<file path="config.mk">
export PLATFORM = sky130hd
export DESIGN_NAME = dfc_forward_ctl
export DESIGN_NICKNAME = d
export VERILOG_FILES = /design/src/common/dfc_pkg.sv /design/src/dfc_axil_regs.sv /design/src/dfc_forward_ctl.sv
export SDC_FILE = /design/constraint.sdc
export NUM_CORES = 1
export LEC_CHECK = 0
export BUFFER_PORTS_ARGS = -buffer_cell sky130_fd_sc_hd__buf_4
export CAP_MARGIN = 20
export CORE_ASPECT_RATIO = 0.6
export CORE_MARGIN = 4
export CORE_UTILIZATION = 35
export DETAILED_ROUTE_END_ITERATION = 7
export PLACE_DENSITY = 0.65
export SLEW_MARGIN = 20
export SYNTH_ARGS = -nofsm -noshare
export SYNTH_HDL_FRONTEND = slang
export SYNTH_HIERARCHICAL = 1
export SYNTH_SLANG_ARGS = --single-unit
</file>
<file path="constraint.sdc">
create_clock -name clk_i -period 2.1 [get_ports clk_i]
set_input_delay 0.42 -clock clk_i [delete_from_list [all_inputs] [get_ports clk_i]]
set_output_delay 0.42 -clock clk_i [all_outputs]
set_load 0.1 [all_outputs]
</file>
<file path="src/common/dfc_pkg.sv">
// Constants, encodings and carriers shared by the forwarding control files
package dfc_pkg;

    // ==================================================================
    // Register map: printed offsets are indexes, byte address is index*4
    localparam int DFC_AW = 12;
    localparam int DFC_DW = 32;
    localparam logic [7:0] DFC_IDX_PORT_EN = 8'h20;
    localparam logic [7:0] DFC_IDX_MODE = 8'h21;
    localparam logic [7:0] DFC_IDX_STATUS = 8'h22;
    localparam logic [11:0] DFC_ADDR_PORT_EN = {2'h0, DFC_IDX_PORT_EN, 2'h0};
    localparam logic [11:0] DFC_ADDR_MODE = {2'h0, DFC_IDX_MODE, 2'h0};
    localparam logic [11:0] DFC_ADDR_STATUS = {2'h0, DFC_IDX_STATUS, 2'h0};

    // ==================================================================
    // Field positions, reset values and writable masks
    localparam int DFC_BIT_P1_DIS = 5;
    localparam int DFC_BIT_P0_DIS = 4;
    localparam int DFC_BIT_REPL = 7;
    localparam int DFC_BIT_AS_AVAIL = 6;
    localparam int DFC_BIT_SYNC_LO = 2;
    localparam int DFC_BIT_RR = 0;
    localparam int DFC_BIT_SYNCED = 0;
    localparam logic [7:0] DFC_RST_PORT_EN = 8'h30;
    localparam logic [7:0] DFC_RST_MODE = 8'h01;
    localparam logic [7:0] DFC_WMASK_PORT_EN = 8'hF0;
    localparam logic [7:0] DFC_WMASK_MODE = 8'hCF;

    // ==================================================================
    // Bus answers
    localparam logic [1:0] DFC_RESP_OKAY = 2'h0;
    localparam logic [1:0] DFC_RESP_SLVERR = 2'h2;

    // ==================================================================
    // Synchronized forwarding mode field
    typedef enum logic [1:0] {
        DFC_SYNC_OFF = 2'h0,
        DFC_SYNC_BASIC = 2'h1,
        DFC_SYNC_INTERLEAVE = 2'h2,
        DFC_SYNC_CONCAT = 2'h3
    } dfc_sync_mode_t;

    // Scheduler states
    typedef enum logic [2:0] {
        DFC_ST_IDLE = 3'h1,
        DFC_ST_SEND = 3'h2,
        DFC_ST_SPARE = 3'h4
    } dfc_state_t;

    // ==================================================================
    // Carriers
    typedef struct packed {
        logic [DFC_DW-1:0] data;
        logic long_pkt;
        logic last;
    } dfc_pkt_t;

    typedef struct packed {
        logic rx_port1_forward_disable;
        logic rx_port0_forward_disable;
        logic replicate;
        logic sync_forward_as_available;
        dfc_sync_mode_t output0_sync_forward_mode;
        logic output0_round_robin_forward;
    } dfc_cfg_t;

endpackage

</file>
<file path="src/dfc_axil_regs.sv">
// AXI4-Lite register slave holding the forwarding control registers
`timescale 1ns/1ns
module dfc_axil_regs
    import dfc_pkg::*;
(
    // Clock and reset
    input wire logic clk_i,
    input wire logic arst_n_i,
    // Write channels
    input wire logic [DFC_AW-1:0] awaddr_i,
    input wire logic awvalid_i,
    output logic awready_o,
    input wire logic [31:0] wdata_i,
    input wire logic [3:0] wstrb_i,
    input wire logic wvalid_i,
    output logic wready_o,
    output logic [1:0] bresp_o,
    output logic bvalid_o,
    input wire logic bready_i,
    // Read channels
    input wire logic [DFC_AW-1:0] araddr_i,
    input wire logic arvalid_i,
    output logic arready_o,
    output logic [31:0] rdata_o,
    output logic [1:0] rresp_o,
    output logic rvalid_o,
    input wire logic rready_i,
    // Block side
    input wire logic synced_i,
    output dfc_cfg_t cfg_o
);

    typedef struct packed {
        logic awready;
        logic wready;
        logic arready;
        logic aw_held;
        logic w_held;
        logic [DFC_AW-1:0] awaddr;
        logic [7:0] wbyte;
        logic wlane0;
        logic bvalid;
        logic [1:0] bresp;
        logic rvalid;
        logic [31:0] rdata;
        logic [1:0] rresp;
        logic [7:0] port_en;
        logic [7:0] mode;
    } dfc_regs_t;

    dfc_regs_t st;
    dfc_regs_t next_st;

    // ==================================================================
    // Channel handling; address and data may arrive in either order
    always_comb
    begin
        next_st = st;
        if (st.bvalid && bready_i)
            next_st.bvalid = 1'b0;
        if (awvalid_i && st.awready)
        begin
            next_st.aw_held = 1'b1;
            next_st.awaddr = awaddr_i;
        end
        if (wvalid_i && st.wready)
        begin
            next_st.w_held = 1'b1;
            next_st.wbyte = wdata_i[7:0];
            next_st.wlane0 = wstrb_i[0];
        end
        // Only lane 0 carries the 8-bit registers
        if (next_st.aw_held && next_st.w_held && !next_st.bvalid)
        begin
            next_st.aw_held = 1'b0;
            next_st.w_held = 1'b0;
            next_st.bvalid = 1'b1;
            next_st.bresp = DFC_RESP_OKAY;
            case (next_st.awaddr)
                DFC_ADDR_PORT_EN:
                    if (next_st.wlane0)
                        next_st.port_en = (st.port_en & ~DFC_WMASK_PORT_EN)
                            | (next_st.wbyte & DFC_WMASK_PORT_EN);
                DFC_ADDR_MODE:
                    if (next_st.wlane0)
                        next_st.mode = (st.mode & ~DFC_WMASK_MODE)
                            | (next_st.wbyte & DFC_WMASK_MODE);
                DFC_ADDR_STATUS:
                    next_st.bresp = DFC_RESP_OKAY;
                default:
                    next_st.bresp = DFC_RESP_SLVERR;
            endcase
        end
        next_st.awready = !next_st.aw_held;
        next_st.wready = !next_st.w_held;
        // Read: one outstanding, answer one cycle after the address
        if (st.rvalid && rready_i)
            next_st.rvalid = 1'b0;
        if (arvalid_i && st.arready)
        begin
            next_st.rvalid = 1'b1;
            next_st.rresp = DFC_RESP_OKAY;
            case (araddr_i)
                DFC_ADDR_PORT_EN: next_st.rdata = {24'h000000, st.port_en};
                DFC_ADDR_MODE: next_st.rdata = {24'h000000, st.mode};
                DFC_ADDR_STATUS: next_st.rdata = {31'h00000000, synced_i};
                default:
                begin
                    next_st.rdata = 32'h00000000;
                    next_st.rresp = DFC_RESP_SLVERR;
                end
            endcase
        end
        next_st.arready = !next_st.rvalid;
    end

    always_ff @(posedge clk_i or negedge arst_n_i)
    begin
        if (!arst_n_i)
        begin
            st <= '0;
            st.awready <= 1'b1;
            st.wready <= 1'b1;
            st.arready <= 1'b1;
            st.port_en <= DFC_RST_PORT_EN;
            st.mode <= DFC_RST_MODE;
        end
        else
            st <= next_st;
    end

    // ==================================================================
    // Outputs straight from the state flops
    assign awready_o = st.awready;
    assign wready_o = st.wready;
    assign bvalid_o = st.bvalid;
    assign bresp_o = st.bresp;
    assign arready_o = st.arready;
    assign rvalid_o = st.rvalid;
    assign rdata_o = st.rdata;
    assign rresp_o = st.rresp;
    assign cfg_o.rx_port1_forward_disable = st.port_en[DFC_BIT_P1_DIS];
    assign cfg_o.rx_port0_forward_disable = st.port_en[DFC_BIT_P0_DIS];
    assign cfg_o.replicate = st.mode[DFC_BIT_REPL];
    assign cfg_o.sync_forward_as_available = st.mode[DFC_BIT_AS_AVAIL];
    assign cfg_o.output0_sync_forward_mode =
        dfc_sync_mode_t'(st.mode[DFC_BIT_SYNC_LO+1:DFC_BIT_SYNC_LO]);
    assign cfg_o.output0_round_robin_forward = st.mode[DFC_BIT_RR];

endmodule

</file>
<file path="src/dfc_forward_ctl.sv">
// Forwarding scheduler: two receive ports into one output, optional replica
// How it works
// - Receive port 1 is not forwarded while its disable bit is set; resets set.
// - Receive port 0 is not forwarded while its disable bit is set; resets set.
// - Replicate bit copies output 0 onto output 1; resets clear.
// - Synchronized mode waits for a line from every enabled port before sending.
// - As-available sends each long line as soon as it is there.
// - As-available has no effect in line concatenation mode.
// - Short sync packets always stay synchronized, whatever as-available says.
// - Mode field: off, basic, interleaved, concatenated; resets to off.
// - Round robin bit (reset set) disables any synchronization.
// - Round robin alternates between ports that are both ready.
// - Synchronized status reads zero from one cycle after synchronized forwarding goes off.
`timescale 1ns/1ns
module dfc_forward_ctl
    import dfc_pkg::*;
(
    // Clock and reset
    input wire logic clk_i,
    input wire logic arst_n_i,
    // AXI4-Lite register port
    input wire logic [DFC_AW-1:0] s_axil_awaddr_i,
    input wire logic s_axil_awvalid_i,
    output logic s_axil_awready_o,
    input wire logic [31:0] s_axil_wdata_i,
    input wire logic [3:0] s_axil_wstrb_i,
    input wire logic s_axil_wvalid_i,
    output logic s_axil_wready_o,
    output logic [1:0] s_axil_bresp_o,
    output logic s_axil_bvalid_o,
    input wire logic s_axil_bready_i,
    input wire logic [DFC_AW-1:0] s_axil_araddr_i,
    input wire logic s_axil_arvalid_i,
    output logic s_axil_arready_o,
    output logic [31:0] s_axil_rdata_o,
    output logic [1:0] s_axil_rresp_o,
    output logic s_axil_rvalid_o,
    input wire logic s_axil_rready_i,
    // Receive port streams
    input wire logic [1:0] rx_valid_i,
    input dfc_pkt_t [1:0] rx_pkt_i,
    output logic [1:0] rx_ready_o,
    // Output port 0
    output logic tx0_valid_o,
    output dfc_pkt_t tx0_pkt_o,
    input wire logic tx0_ready_i,
    // Output port 1 (replica)
    output logic tx1_valid_o,
    output dfc_pkt_t tx1_pkt_o,
    input wire logic tx1_ready_i
);

    // Whole scheduler state
    typedef struct packed {
        dfc_state_t fsm;
        logic grant;
        logic drop;
        logic rr_last;
        logic [1:0] pending;
        logic [1:0] round_mask;
        logic [1:0] rdy;
        logic o0v;
        logic o1v;
        dfc_pkt_t opkt;
        logic synced;
    } dfc_fwd_t;

    dfc_fwd_t st;
    dfc_fwd_t next_st;

    // Decoded configuration
    dfc_cfg_t cfg;
    logic [1:0] en;
    logic [1:0] elig;
    logic [1:0] elig_long;
    logic sync_on;
    logic concat;
    logic as_avail;
    logic all_ready;
    logic same_kind;
    logic take;

    // ==================================================================
    // Register slave
    dfc_axil_regs u_regs (
        .clk_i(clk_i),
        .arst_n_i(arst_n_i),
        .awaddr_i(s_axil_awaddr_i),
        .awvalid_i(s_axil_awvalid_i),
        .awready_o(s_axil_awready_o),
        .wdata_i(s_axil_wdata_i),
        .wstrb_i(s_axil_wstrb_i),
        .wvalid_i(s_axil_wvalid_i),
        .wready_o(s_axil_wready_o),
        .bresp_o(s_axil_bresp_o),
        .bvalid_o(s_axil_bvalid_o),
        .bready_i(s_axil_bready_i),
        .araddr_i(s_axil_araddr_i),
        .arvalid_i(s_axil_arvalid_i),
        .arready_o(s_axil_arready_o),
        .rdata_o(s_axil_rdata_o),
        .rresp_o(s_axil_rresp_o),
        .rvalid_o(s_axil_rvalid_o),
        .rready_i(s_axil_rready_i),
        .synced_i(st.synced),
        .cfg_o(cfg)
    );

    // ==================================================================
    // Mode decode; round robin wins if software sets both
    // Concatenation overrides as-available
    assign en = {!cfg.rx_port1_forward_disable, !cfg.rx_port0_forward_disable};
    assign sync_on = !cfg.output0_round_robin_forward
        && (cfg.output0_sync_forward_mode != DFC_SYNC_OFF);
    assign concat = sync_on && (cfg.output0_sync_forward_mode == DFC_SYNC_CONCAT);
    assign as_avail = sync_on && cfg.sync_forward_as_available && !concat;

    // Per-port head qualification
    // Disabled ports are never eligible
    for (genvar p = 0; p < 2; p++)
    begin : g_head
        assign elig[p] = en[p] && rx_valid_i[p];
        assign elig_long[p] = elig[p] && rx_pkt_i[p].long_pkt;
    end

    // Every enabled port has a head, and all heads are of one kind
    assign all_ready = (en != 2'h0) && ((~en | rx_valid_i) == 2'h3);
    assign same_kind = !(en == 2'h3 && rx_pkt_i[0].long_pkt != rx_pkt_i[1].long_pkt);
    assign take = (st.fsm == DFC_ST_SEND) && st.rdy[st.grant] && rx_valid_i[st.grant];

    // Rotating pick: the port not served last goes first
    // Two ports only; more would need a rotator
    function automatic logic pick(input logic [1:0] cand, input logic last_served);
        logic res;
        res = last_served;
        if (cand[!last_served])
            res = !last_served;
        return res;
    endfunction

    // ==================================================================
    // Scheduler; the output slot holds one item until both copies drain
    always_comb
    begin
        next_st = st;

        // Copies drain on their own ready
        if (tx0_ready_i)
            next_st.o0v = 1'b0;
        if (tx1_ready_i)
            next_st.o1v = 1'b0;

        // Leaving sync mode abandons a half-built round
        if (!sync_on)
        begin
            next_st.synced = 1'b0;
            if (st.fsm == DFC_ST_IDLE)
                next_st.pending = 2'h0;
        end

        // Grant is kept for the whole packet
        case (st.fsm)
            DFC_ST_IDLE:
            begin
                next_st.drop = 1'b0;

                if (!sync_on)
                begin
                    // Free running: no attempt to line up the ports
                    if (elig != 2'h0)
                    begin
                        next_st.grant = pick(elig, st.rr_last);
                        next_st.fsm = DFC_ST_SEND;
                    end
                end
                else if (st.pending != 2'h0)
                begin
                    // Inside a round: lowest pending port first
                    next_st.grant = !st.pending[0];
                    if (!en[next_st.grant])
                        next_st.pending[next_st.grant] = 1'b0;
                    else if (rx_valid_i[next_st.grant])
                    begin
                        next_st.fsm = DFC_ST_SEND;
                        // Merged frame keeps only the first port's short packets
                        next_st.drop = concat && !rx_pkt_i[next_st.grant].long_pkt
                            && (st.pending != st.round_mask);
                    end
                end
                else if (as_avail && elig_long != 2'h0)
                begin
                    next_st.grant = pick(elig_long, st.rr_last);
                    next_st.fsm = DFC_ST_SEND;
                end
                else if (all_ready && same_kind
                    && !(as_avail && rx_pkt_i[!en[0]].long_pkt))
                begin
                    next_st.pending = en;
                    next_st.round_mask = en;
                end
            end
            DFC_ST_SEND:
            begin
                // Dropped beats skip the slot
                if (take)
                begin
                    if (!st.drop)
                    begin
                        next_st.opkt = rx_pkt_i[st.grant];
                        // Concatenated line ends only with the last port of the round
                        if (concat && rx_pkt_i[st.grant].long_pkt
                            && (st.pending & ~(2'h1 << st.grant)) != 2'h0)
                            next_st.opkt.last = 1'b0;
                        next_st.o0v = 1'b1;
                        next_st.o1v = cfg.replicate;
                    end

                    if (rx_pkt_i[st.grant].last)
                    begin
                        next_st.fsm = DFC_ST_IDLE;
                        next_st.rr_last = st.grant;
                        next_st.pending[st.grant] = 1'b0;
                        if (sync_on && st.pending != 2'h0
                            && (st.pending & ~(2'h1 << st.grant)) == 2'h0)
                            next_st.synced = 1'b1;
                    end
                end
            end
            default:
                next_st.fsm = DFC_ST_IDLE;
        endcase

        // Status falls as soon as no round can finish
        if (en == 2'h0 || !sync_on)
            next_st.synced = 1'b0;

        // Ready is offered only when the slot will be empty (or the item is dropped)
        next_st.rdy = 2'h0;
        if (next_st.fsm == DFC_ST_SEND
            && (next_st.drop || (!next_st.o0v && !next_st.o1v)))
            next_st.rdy[next_st.grant] = 1'b1;
    end

    // Port 0 goes first after reset
    always_ff @(posedge clk_i or negedge arst_n_i)
    begin
        if (!arst_n_i)
        begin
            st <= '0;
            st.fsm <= DFC_ST_IDLE;
            st.rr_last <= 1'b1;
        end
        else
            st <= next_st;
    end

    // ==================================================================
    // Outputs; both ports share one data flop so the copy is exact
    assign rx_ready_o = st.rdy;
    assign tx0_valid_o = st.o0v;
    assign tx0_pkt_o = st.opkt;
    assign tx1_valid_o = st.o1v;
    assign tx1_pkt_o = st.opkt;

    // ==================================================================
    // Checks
    // All sample on the rising edge, off in reset
    a_port1_disabled_block: assert property (
        @(posedge clk_i) disable iff (!arst_n_i)
        (st.fsm == DFC_ST_IDLE && next_st.fsm == DFC_ST_SEND && next_st.grant)
        |-> !cfg.rx_port1_forward_disable)
        else $error("disabled port 1 was granted");

    a_port0_disabled_block: assert property (
        @(posedge clk_i) disable iff (!arst_n_i)
        (st.fsm == DFC_ST_IDLE && next_st.fsm == DFC_ST_SEND && !next_st.grant)
        |-> !cfg.rx_port0_forward_disable)
        else $error("disabled port 0 was granted");

    a_replica_follows: assert property (
        @(posedge clk_i) disable iff (!arst_n_i)
        (take && !st.drop && cfg.replicate) |=> (tx0_valid_o && tx1_valid_o))
        else $error("replica output missed an item");

    a_sync_waits_all: assert property (
        @(posedge clk_i) disable iff (!arst_n_i)
        (st.fsm == DFC_ST_IDLE && sync_on && !as_avail && st.pending == 2'h0)
        |=> (st.fsm == DFC_ST_IDLE) && ($past(all_ready) || st.pending == 2'h0))
        else $error("synchronized line started before all ports were ready");

    a_as_avail_goes: assert property (
        @(posedge clk_i) disable iff (!arst_n_i)
        (st.fsm == DFC_ST_IDLE && as_avail && st.pending == 2'h0 && elig_long != 2'h0)
        |=> st.fsm == DFC_ST_SEND ##1 st.rdy != 2'h0 || tx0_valid_o)
        else $error("as-available line was held back");

    a_concat_no_direct: assert property (
        @(posedge clk_i) disable iff (!arst_n_i)
        (st.fsm == DFC_ST_IDLE && concat && st.pending == 2'h0) |=> st.fsm == DFC_ST_IDLE)
        else $error("concatenation started a line outside a round");

    a_short_stays_sync: assert property (
        @(posedge clk_i) disable iff (!arst_n_i)
        (st.fsm == DFC_ST_IDLE && sync_on && st.pending == 2'h0
        && next_st.fsm == DFC_ST_SEND) |-> rx_pkt_i[next_st.grant].long_pkt)
        else $error("short packet sent outside a synchronized round");

    a_rr_alternates: assert property (
        @(posedge clk_i) disable iff (!arst_n_i)
        (st.fsm == DFC_ST_IDLE && !sync_on && elig == 2'h3)
        |=> st.fsm == DFC_ST_SEND && st.grant != $past(st.rr_last))
        else $error("round robin served the same port twice");

    a_sync_status_off: assert property (
        @(posedge clk_i) disable iff (!arst_n_i)
        !sync_on [*2] |-> !st.synced)
        else $error("sync status set while synchronized forwarding is off");

    a_all_disabled_idle: assert property (
        @(posedge clk_i) disable iff (!arst_n_i)
        (st.fsm == DFC_ST_IDLE && en == 2'h0) |=> st.fsm == DFC_ST_IDLE)
        else $error("packet forwarded with both ports disabled");

    a_tx0_holds: assert property (
        @(posedge clk_i) disable iff (!arst_n_i)
        tx0_valid_o && !tx0_ready_i |=> tx0_valid_o && $stable(tx0_pkt_o))
        else $error("output 0 item changed before taken");

    a_replica_off: assert property (
        @(posedge clk_i) disable iff (!arst_n_i)
        take && !st.drop && !cfg.replicate |=> !tx1_valid_o)
        else $error("replica output with replicate off");

    a_idle_no_ready: assert property (
        @(posedge clk_i) disable iff (!arst_n_i)
        st.fsm == DFC_ST_IDLE |-> rx_ready_o == 2'h0)
        else $error("receive ready raised in IDLE");

endmodule

</file>
==> results of run 1 <==
## per-layer routing
layer  part of all wire  up-vias
li1                   -     1955
met5                  0        -
met2               0.46      136
met1               0.46     1908
met4              0.015        0
met3              0.063       15
## cells in the final DEF (no fill, tap or decap), drive strengths merged, types with 16 or more instances in the layout
master	synthesis	layout
mux2i	36	36
nand2	45	45
a21oi	47	47
inv	15	20
mux2	21	21
dfrtp	89	89
conb	2	27
o21ai	16	16
nor2	44	44
buf	128	217
## sequential cells by signal, summed over array words and instances, names as in the netlist, 2 cells and up
signal	flops
u_regs/cfg_o	7
u_regs/rdata_o	8
u_regs/st	26
rx_ready_o	2
tx0_pkt_o	34
st	11
## worst paths after layout
kind                                    startpoint           endpoint  slack, ns  cells after the start
worst max-delay path              u_regs/awready_o    u_regs/cfg_o[1]       0.07                      6
worst min-delay path                      arst_n_i       tx0_pkt_o[3]       0.04                      1
worst max register to register    u_regs/awready_o    u_regs/cfg_o[1]       0.07                      6
worst min register to register   u_regs/rdata_o[0]  u_regs/rdata_o[0]       0.49                      2
max in group asynchronous                 arst_n_i    u_regs/wready_o       1.41                      2
min in group clk_i              s_axil_awaddr_i[0]      u_regs/st[63]       0.29                      3
## cell usage after synthesis (4+ instances only)
| master | count | area share |
|---|---|---|
| buf_2 | 9 | 0.0083 |
| nor2b_1 | 6 | 0.0069 |
| dfstp_2 | 8 | 0.039 |
| nand2b_1 | 9 | 0.010 |
| nor2_1 | 44 | 0.030 |
| o21ai_0 | 15 | 0.014 |
| dfrtp_1 | 89 | 0.41 |
| nand3_1 | 4 | 0.0037 |
| mux2_2 | 21 | 0.043 |
| o211ai_1 | 4 | 0.0055 |
| a22o_1 | 5 | 0.0080 |
| mux2i_1 | 36 | 0.066 |
| clkbuf_1 | 7 | 0.0048 |
| nand2_1 | 45 | 0.031 |
| a21oi_1 | 47 | 0.043 |
| inv_1 | 15 | 0.010 |
| buf_4 | 116 | 0.16 |
## cells by family (layout without fill, tap and decap cells)
logic type                Yosys count  after routing  share of synthesized area
other                               2             27                    0.00138
xor gates and xnor gates            3              3                    0.00483
buffers and inverters             150            248                      0.185
DFF                                97             97                      0.448
muxes                              57             57                      0.110
and+or+nand+nor                   135            135                      0.128
AOI/OAI and AO/OA                 100            100                      0.123
## area by class of cell
class,instances,area [µm²],share of cell area
Timing Repair Buffer,217,1670,0.244
Sequential cell,97,2450,0.357
Multi-Input combinational cell,322,2140,0.312
Inverter,15,56.3,0.00821
Clock buffer,9,225,0.0328
Tap cell,198,248,0.0361
Clock inverter,7,70.1,0.0102
## per-stage QoR
step	hold WS, ns	std cells	area (µm²)	TNS [ns]	utilization
after global routing	0.0731	865	6860	-0.0207	0.462
after floorplan	0.124	569	5550	-0.323	-
after global placement	0.424	849	6510	-0.0732	0.438
after detailed placement	0.433	849	6510	-0.140	0.438
after CTS	0.0551	865	6800	0	0.458
final	0.0433	865	6860	0	0.462
## timing repair
| item | CTS | global route |
|---|---|---|
| pin swaps | 0 | 5 |
| buffers inserted | 0 | 0 |
| resized for setup | 1 | 12 |
| endpoints found under the setup margin | 6 | 12 |
==> metrics.md, run 1 <==
| Metric | Value |
|---|---|
| H-tree level count | `3` |
| Final ANT Viol Nets | `0` |
| Rel. slew slack | `0.528` |
| Worst hold path class | `in -> async` |
| Port bufs | `between 150 and 200` |
| Total GRT Usage | `0.149` |
| First-pass GRT wire length | `21500 µm` |
| Ant. Diodes | `0` |
| Total core area | `14800 µm²` |
| Worst-margin pin slew | `roughly 0.7 ns` |
| NumNets Final | `~800` |
| Minimum clock period | `2.03 ns` |
| Iter 0 DRT Violations | `171` |
| Dpl ws | `-0.0283 ns` |
| Distinct cells, synth | `60` |
| CTS Buf Count | `9` |
| Root buffer cell | `clkbuf_16` |
| RSZ-0062 raised after global routing | `true` |
| Via Count | `4014` |
| Crit-path max FO | `6` |
| Seq/Total Area, Yosys | `0.448` |
| Post-DP HPWL | `between 10000 and 15000 µm` |
| Vias per inst | `between 4 and 5` |
| Clk slew on worst S/H paths | `around 0.070 ns` |
| WP buf/inv | `2` |
| Fmax | `493 MHz` |
| Post-synth ARST share | `1.00` |
| Largest net degree at the start of global routing | `55` |
| Hold_buf cts | `0` |
| Max cap viols | `0` |
| Final Cycle Share | `0.966` |
| Final Slew Violations | `0` |
| Layout cells sized above 1 | `0.424` |
| Worst endpoint required time | `approximately 2.3 ns` |
| Syn Area/Cell | `approximately 10 µm²` |
| Syn. warnings | `6` |
| Setup Skew | `about 0.0054 ns` |
| Routed len/inst | `approximately 16 µm` |
| Syn Inst Count | `544` |
| Top Usage Layer GRT | `met2` |
| Die width | `around 170 µm` |
| Syn Std Cell Area | `about 5400 µm²` |
| Initial antenna violation count | `0` |
| # IOs | `about 250` |
| GRT met1 Usage | `0.209` |
| Kind of critical path | `reg -> reg` |
| Worst setup EP type | `register` |
| Final Setup Violations | `0` |
| P&R area growth vs syn | `26.0%` |
| Row count | `34` |
| Worst stage delay on the critical path | `0.62 ns` |
| CP startpoint kind | `register` |
| Die Ht | `roughly 100 µm` |
| Final WL | `between 10000 and 15000 µm` |
| Yosys reg bits | `between 90 and 100` |
| Number of remaining DRC errors | `0` |
| CTS tree | `done` |
| Met3 usage | `0.0366` |
| Vias in the first global route | `roughly 4000` |
| First-pass DRT Iterations | `4` |
| Worst skew pair latency | `around 0.34 ns` |
| Post-synth top flop | `dfrtp_1` |
| Die footprint | `~18000 µm²` |
| CTS sink cnt | `a little under 100` |
| Number of enable flip-flop cells after synthesis | `0` |
| Run status | `completed` |
| Fill count | `roughly 1400` |
| Final setup margin | `a little over 0.07 ns` |
| GRT met2 Usage | `0.232` |
| Critical-path cell list | `buf_6 -> and4b_1 -> a31oi_1 -> a2111oi_4 -> buf_4 -> mux2_2` |
| Hold Fails Final Rpt | `0` |
| Placer Congestion | `around 0.83` |
| Total gr overflow | `0` |
| Crit path DAT | `roughly 2.3 ns` |
| Clk buf depth | `2` |
| Largest delay share family, worst path | `flip-flops` |
| Starting Density | `0.367` |
| Slowest CP cell | `dfstp_4` |
Power of run 1 is not shown: default switching activity piles up to over one toggle a cycle in this logic, so the estimate is an artifact.
==> run 2, diff against run 1 <==
--- a/config.mk
+++ b/config.mk
@@ -11,9 +11,8 @@
 export CORE_MARGIN = 4
 export CORE_UTILIZATION = 35
 export DETAILED_ROUTE_END_ITERATION = 7
-export PLACE_DENSITY = 0.65
+export PLACE_DENSITY = 0.66
 export SLEW_MARGIN = 20
 export SYNTH_ARGS = -nofsm -noshare
 export SYNTH_HDL_FRONTEND = slang
-export SYNTH_HIERARCHICAL = 1
 export SYNTH_SLANG_ARGS = --single-unit
==> metrics.md, run 2 <==
| Metric | Value |
|---|---|
| Syn Std Cell Area | `5230 µm² (-3.9%)` |
| Number of remaining DRC errors | `0 (unchanged)` |
| Vias per inst | `4.66 (+0.49%)` |
| Post-Synth XOR/XNOR Area | `0.00502 (+0.000195)` |
| CTS sink cnt | `97 (unchanged)` |
| Critical R2R Launch | `u_regs.awready_o` |
| Syn Inst Count | `499 (-8.3%)` |
| Top cells by instance count after synthesis | `buf_4, dfrtp_1, a21oi_1` |
| Hold Fails Final Rpt | `0 (unchanged)` |
| Inst Count DP | `812 (-4.4%)` |
| Layout cells sized above 1 | `0.448 (+0.0233)` |
| Fill count | `1363 (-4.1%)` |
| Seq/Total Area, Yosys | `0.466 (+0.0181)` |
| Run status | `completed` |
| CTS tree | `done` |
| Final ANT Viol Nets | `0 (unchanged)` |
| Synth Area in Compound Gates | `0.109 (-0.0135)` |
| Top Usage Layer GRT | `met2` |
| Ant. Diodes | `0 (unchanged)` |
| Yosys reg bits | `97 (unchanged)` |
| Setup TNS | `0 ns (unchanged)` |
| Synth area leader | `dfrtp_1` |
| Non-Filler Instances | `828 (-4.3%)` |
| Final WL | `12200 µm (-9.9%)` |
| Port bufs | `198 (unchanged)` |
| Worst endpoint required time | `2.32 ns (about the same)` |
| Worst-margin pin slew | `0.552 ns (-0.154 ns)` |
| Final Setup Violations | `0 (unchanged)` |
| CP Launch Point | `u_regs.awready_o` |
| Ranking of synthesized cells by area | `dfrtp_1, buf_4, mux2i_1` |
| VDD IR-drop max | `1.03 mV` |
| Final Slew Violations | `0 (unchanged)` |
| Most frequent cell after synthesis | `buf_4` |
| # IOs | `252 (unchanged)` |
| Placer Congestion | `0.889 (+7.1%)` |
| Sequential cell area | `2450 µm² (about the same)` |
| Row count | `34 (unchanged)` |
| Starting Density | `0.360 (-0.00703)` |
| Die Ht | `103 µm (-1.8%)` |
| Routed len/inst | `14.7 µm (-5.9%)` |
| Worst setup EP type | `register` |
| Largest net degree at the start of global routing | `47 (-15%)` |
| Met3 usage | `0.0421 (+0.00554)` |
| Total GRT Usage | `0.139 (-0.00979)` |
| First-pass GRT wire length | `19300 µm (-10%)` |
| First-pass DRT Iterations | `4 (unchanged)` |
| Commonest non-fill, non-tap cells in the layout | `buf_4, dfrtp_1, a21oi_1` |
| Via Count | `3861 (-3.8%)` |
| Total core area | `14500 µm² (-2.0%)` |
| Worst hold path class | `in -> async` |
| Number of enable flip-flop cells after synthesis | `0 (unchanged)` |
| Minimum clock period | `1.94 ns (-0.0911 ns)` |
| Post-Synth Simple-Gate Area | `0.103 (-0.0254)` |
| Post-cts sizing count | `0 (-1)` |
| GRT met2 Usage | `0.229 (-0.00348)` |
| Total gr overflow | `0 (unchanged)` |
| Setup Skew | `0.00650 ns (+0.00112 ns)` |
| Fmax | `516 MHz (+4.7%)` |
| Worst skew pair latency | `0.34 ns (about the same)` |
| Max FFs per register | `34 (unchanged)` |
| GRT met1 Usage | `0.184 (-0.0247)` |
| Initial antenna violation count | `0 (unchanged)` |
| CP startpoint kind | `register` |
| CTS Buf Count | `9 (unchanged)` |
| Die width | `166 µm (-1.9%)` |
| Main combinational cell family by area after synthesis | `buffers and inverters` |
| Multi-input gate area | `1950 µm² (-8.9%)` |
| Syn Area/Cell | `10.5 µm² (+4.8%)` |
| Root buffer cell | `clkbuf_16` |
| Max cap viols | `0 (unchanged)` |
| Final Cycle Share | `0.923 (-0.0434)` |
| Post-DP HPWL | `9700 µm (-11%)` |
| Post-CTS setup buffer count | `0 (unchanged)` |
| Rel. slew slack | `0.632 (+0.104)` |
| H-tree level count | `3 (unchanged)` |
| Die footprint | `17000 µm² (-3.6%)` |
| Clk buf depth | `2 (unchanged)` |
| NumNets Final | `764 (-4.6%)` |
| P&R area growth vs syn | `27.2%` |
| Adder-Cell Fraction of Synth Area | `0 (unchanged)` |
| Iter 0 DRT Violations | `228 (+33%)` |
| RSZ-0062 raised after global routing | `false` |
| Clk slew on worst S/H paths | `0.07 ns (about the same)` |
| Mux contribution to synthesized area | `0.134 (+0.0240)` |
| Commonest non-fill, non-tap cell in the layout | `buf_4` |
| Crit path DAT | `2.16 ns (-0.10 ns)` |
| Distinct cells, synth | `50 (-17%)` |
| Crit-path max FO | `14 (+8)` |
| LEAKAGE | `roughly 3.4 nW` |
| Kind of critical path | `reg -> reg` |
| Vias in the first global route | `3863 (-3.5%)` |
| Post-synth top flop | `dfrtp_1` |
| Post-synth top area share | `0.426 (+0.0165)` |
| Post-synth ARST share | `1.00 (unchanged)` |
| Hold_buf cts | `0 (unchanged)` |
| Syn. warnings | `0 (-6)` |
| Pwr Density | `1350 nW/µm²` |
==> run 2: cell types whose count changed after synthesis, moves of 4 or more <==
cell,change
buf_4,-5
buf_2,-4
nand2b_1,-4
nor4_1,+6
mux2_2,+10
nand4b_1,+4
nand2_1,-34
==> run 2: final cells by class <==
cell class,count,area share
repair buffers,215,0.248
flip-flops and latches,97,0.368
inverters,16,0.00903
multi-input cells,286,0.294
well taps,198,0.0372
clock buffers,10,0.0344
clock inverters,6,0.00978
==> run 2: cells by family after synthesis <==
| kind of cell | count (synthesis) |
|---|---|
| XOR/XNOR | 3 |
| AND/OR/NAND/NOR | 101 |
| other | 1 |
| buffers and inverters | 142 |
| AO/OA/AOI/OAI | 89 |
| multiplexers | 66 |
| flip-flops | 97 |
==> run 2: worst max-delay path, stage by stage, from the launching register on <==
cell and delay [ns]:
dfstp_4 0.62, nand2_2 0.07, buf_4 0.20, o21ai_0 0.21
buf_4 0.17, and2b_2 0.21, mux2_2 0.34
==> run 2: where the power goes <==
group	internal, mW	switching [mW]
sequential	2.35	0.274
combinational	1.12	3.61
clock	0.928	0.702
==> run 2: final timing paths <==
kind | endpoint | slack (ns) | depth (start not counted)
worst max-delay path | u_regs.st[14] | 0.16 | 6
max in group asynchronous | u_regs.wready_o | 1.41 | 2
worst min-delay path | u_regs.rdata_o[0] | 0.07 | 1
min in group clk_i | u_regs.rvalid_o | 0.31 | 2
worst min register to register | u_regs.rdata_o[0] | 0.49 | 2
worst max register to register | u_regs.st[14] | 0.16 | 6
==> run 2: layer usage <==
| layer | share of wire | wire (µm) |
|---|---|---|
| met4 | 0.0065 | 79 |
| met5 | 0 | 0 |
| met3 | 0.069 | 837 |
| met1 | 0.44 | 5340 |
| met2 | 0.49 | 5920 |
==> run 2: metrics by stage <==
step           total power, mW  setup slack, ns  utilization  instance area, µm²  hold slack [ns]
2_1_floorplan             6.84           0.0374            -                5350            0.124
3_3_place_gp              7.34            0.110        0.437                6350            0.440
3_5_place_dp              7.40           0.0882        0.437                6350            0.448
4_1_cts                   9.07            0.121        0.457                6650           0.0820
5_1_grt                   9.39           0.0374        0.457                6650           0.0987
6_report                  8.98            0.162        0.457                6650           0.0716
(Power assumes the default switching activity.)
==> run 3, diff against run 2 <==
--- a/config.mk
+++ b/config.mk
@@ -5,7 +5,7 @@
 export SDC_FILE = /design/constraint.sdc
 export NUM_CORES = 1
 export LEC_CHECK = 0
-export BUFFER_PORTS_ARGS = -buffer_cell sky130_fd_sc_hd__buf_4
+export BUFFER_PORTS_ARGS = -buffer_cell sky130_fd_sc_hd__buf_2
 export CAP_MARGIN = 20
 export CORE_ASPECT_RATIO = 0.6
 export CORE_MARGIN = 4
==> metrics.md, run 3 (synthesized netlist as in run 2, its figures left out) <==
| Metric | Value |
|---|---|
| Die width | `166 µm (unchanged)` |
| Clk slew on worst S/H paths | `0.07 ns (about the same)` |
| Setup Skew | `0.00750 ns (+0.00100 ns)` |
| Port bufs | `198 (unchanged)` |
| Initial antenna violation count | `0 (unchanged)` |
| Minimum clock period | `1.93 ns (-0.00378 ns)` |
| CP startpoint kind | `register` |
| Die Ht | `103 µm (unchanged)` |
| P&R area growth vs syn | `17.9%` |
| Multi-input gate area | `1940 µm² (-0.45%)` |
| Kind of critical path | `reg -> reg` |
| Max FFs per register | `34 (unchanged)` |
| Fill count | `1458 (+7.0%)` |
| Inst Count DP | `814 (+0.25%)` |
| Post-cts sizing count | `0 (unchanged)` |
| Final ANT Viol Nets | `0 (unchanged)` |
| Post-DP HPWL | `9690 µm (-0.15%)` |
| Row count | `34 (unchanged)` |
| RSZ-0062 raised after global routing | `false` |
| Final Slew Violations | `0 (unchanged)` |
| Placed inst area | `5860 µm² (-7.7%)` |
| Die footprint | `17000 µm² (unchanged)` |
| Vias per inst | `4.63 (-0.65%)` |
| Worst setup EP type | `register` |
| Commonest non-fill, non-tap cell in the layout | `buf_2` |
| # IOs | `252 (unchanged)` |
| Hold_buf cts | `0 (unchanged)` |
| Routed len/inst | `14.6 µm (-0.95%)` |
| Worst stage delay on the critical path | `0.53 ns (-0.09 ns)` |
| Non-Filler Instances | `830 (+0.24%)` |
| Fmax | `517 MHz (+0.20%)` |
| Rel. slew slack | `0.643 (+0.0114)` |
| First-pass GRT wire length | `19100 µm (-1.4%)` |
| Via Count | `3845 (-0.41%)` |
| Slowest CP cell | `dfstp_2` |
| Post-Route Utilization | `0.424 (-0.0332)` |
| Pwr Density | `1420 nW/µm² (+5.2%)` |
| NumNets Final | `766 (+0.26%)` |
| Total GRT Usage | `0.137 (-0.00185)` |
| Reg2Reg Depth | `5 (-1)` |
| Run status | `completed` |
| Sequential cell area | `2450 µm² (unchanged)` |
| Setup TNS | `0 ns (unchanged)` |
| Commonest non-fill, non-tap cells in the layout | `buf_2, dfrtp_1, a21oi_1` |
| Final instance area | `6170 µm² (-7.3%)` |
| Crit path DAT | `2.21 ns (+0.05 ns)` |
| Starting Density | `0.360 (unchanged)` |
| Flop2flop setup slack | `0.17 ns (about the same)` |
| First-pass DRT Iterations | `6 (+2)` |
| Max cap viols | `0 (unchanged)` |
| Worst Setup EP | `rx_ready_o[1]` |
| Reg-to-reg endpoint | `rx_ready_o[1]` |
| Post-CTS setup buffer count | `0 (unchanged)` |
| CP most frequent cell | `o22ai_1` |
| Worst skew pair latency | `0.35 ns (about the same)` |
| Worst-margin pin slew | `0.535 ns (-0.0171 ns)` |
| CTS tree | `done` |
| Clk buf depth | `2 (unchanged)` |
| Tot Pwr | `8.77 mW (-2.4%)` |
| Iter 0 DRT Violations | `186 (-18%)` |
| H-tree level count | `3 (unchanged)` |
| Final Setup Violations | `0 (unchanged)` |
| Total gr overflow | `0 (unchanged)` |
| Crit. path cell count | `5 (-1)` |
| Number of remaining DRC errors | `0 (unchanged)` |
| Worst endpoint required time | `2.37 ns (+0.05 ns)` |
| VDD IR-drop max | `0.876 mV (-15%)` |
| Largest net degree at the start of global routing | `47 (unchanged)` |
| WP buf/inv | `0 (-2)` |
| Ant. Diodes | `0 (unchanged)` |
| Placer Congestion | `0.928 (+4.4%)` |
| Largest delay share family, worst path | `simple AND/OR/NAND/NOR gates` |
| Layout cells sized above 1 | `0.451 (+0.00333)` |
| LEAKAGE | `3.30 nW (-2.7%)` |
| Final Cycle Share | `0.921 (-0.00180)` |
| Vias in the first global route | `3833 (-0.78%)` |
| Final WL | `12100 µm (-0.71%)` |
| CP Launch Point | `st[46]` |
| Critical-path cell list | `or3b_1 -> or3_1 -> o22ai_1 -> o22ai_1 -> nor2b_1` |
| Worst hold path class | `in -> async` |
| Root buffer cell | `clkbuf_16` |
| Total core area | `14500 µm² (unchanged)` |
| Critical R2R Launch | `st[46]` |
| CTS Buf Count | `9 (unchanged)` |
| Crit-path max FO | `9 (-5)` |
| Hold Fails Final Rpt | `0 (unchanged)` |
| CTS sink cnt | `97 (unchanged)` |
==> run 3: area by class of cell <==
class,instances,area share
Timing Repair Buffer,217,0.188
Sequential cell,97,0.397
Clock buffer,10,0.0387
Inverter,16,0.00973
Tap cell,198,0.0401
Multi-Input combinational cell,286,0.315
Clock inverter,6,0.0116
==> run 3: worst min path at each step <==
stage	startpoint	end	slack, ns
final	arst_n_i	rx_ready_o[1]	0.01
after CTS	arst_n_i	rx_ready_o[1]	0.02
after global placement	arst_n_i	u_regs.rdata_o[0]	0.39
after detailed placement	arst_n_i	rx_ready_o[1]	0.40
after floorplan	arst_n_i	rx_ready_o[0]	0.12
after global routing	arst_n_i	u_regs.rvalid_o	0.04
==> run 3: power breakdown <==
group	leakage (nW)	switching [mW]	internal, mW	total [mW]
combinational	1.92	3.60	0.853	4.45
clock	0.151	0.743	0.971	1.71
sequential	1.23	0.255	2.35	2.60
==> run 3: routing by layer <==
metal	track usage	wire (µm)	share of wire
met1	0.181	5400	0.45
met2	0.224	5820	0.48
met3	0.0452	784	0.065
met4	0.0298	88	0.0073
met5	0	0	0
==> run 3: stage by stage <==
step,setup WS [ns],hold WS (ns)
floorplan,0.0374,0.124
global placement,0.123,0.395
global route,0.0511,0.0381
finish,0.166,0.0130
CTS,0.153,0.0173
detailed placement,0.138,0.396
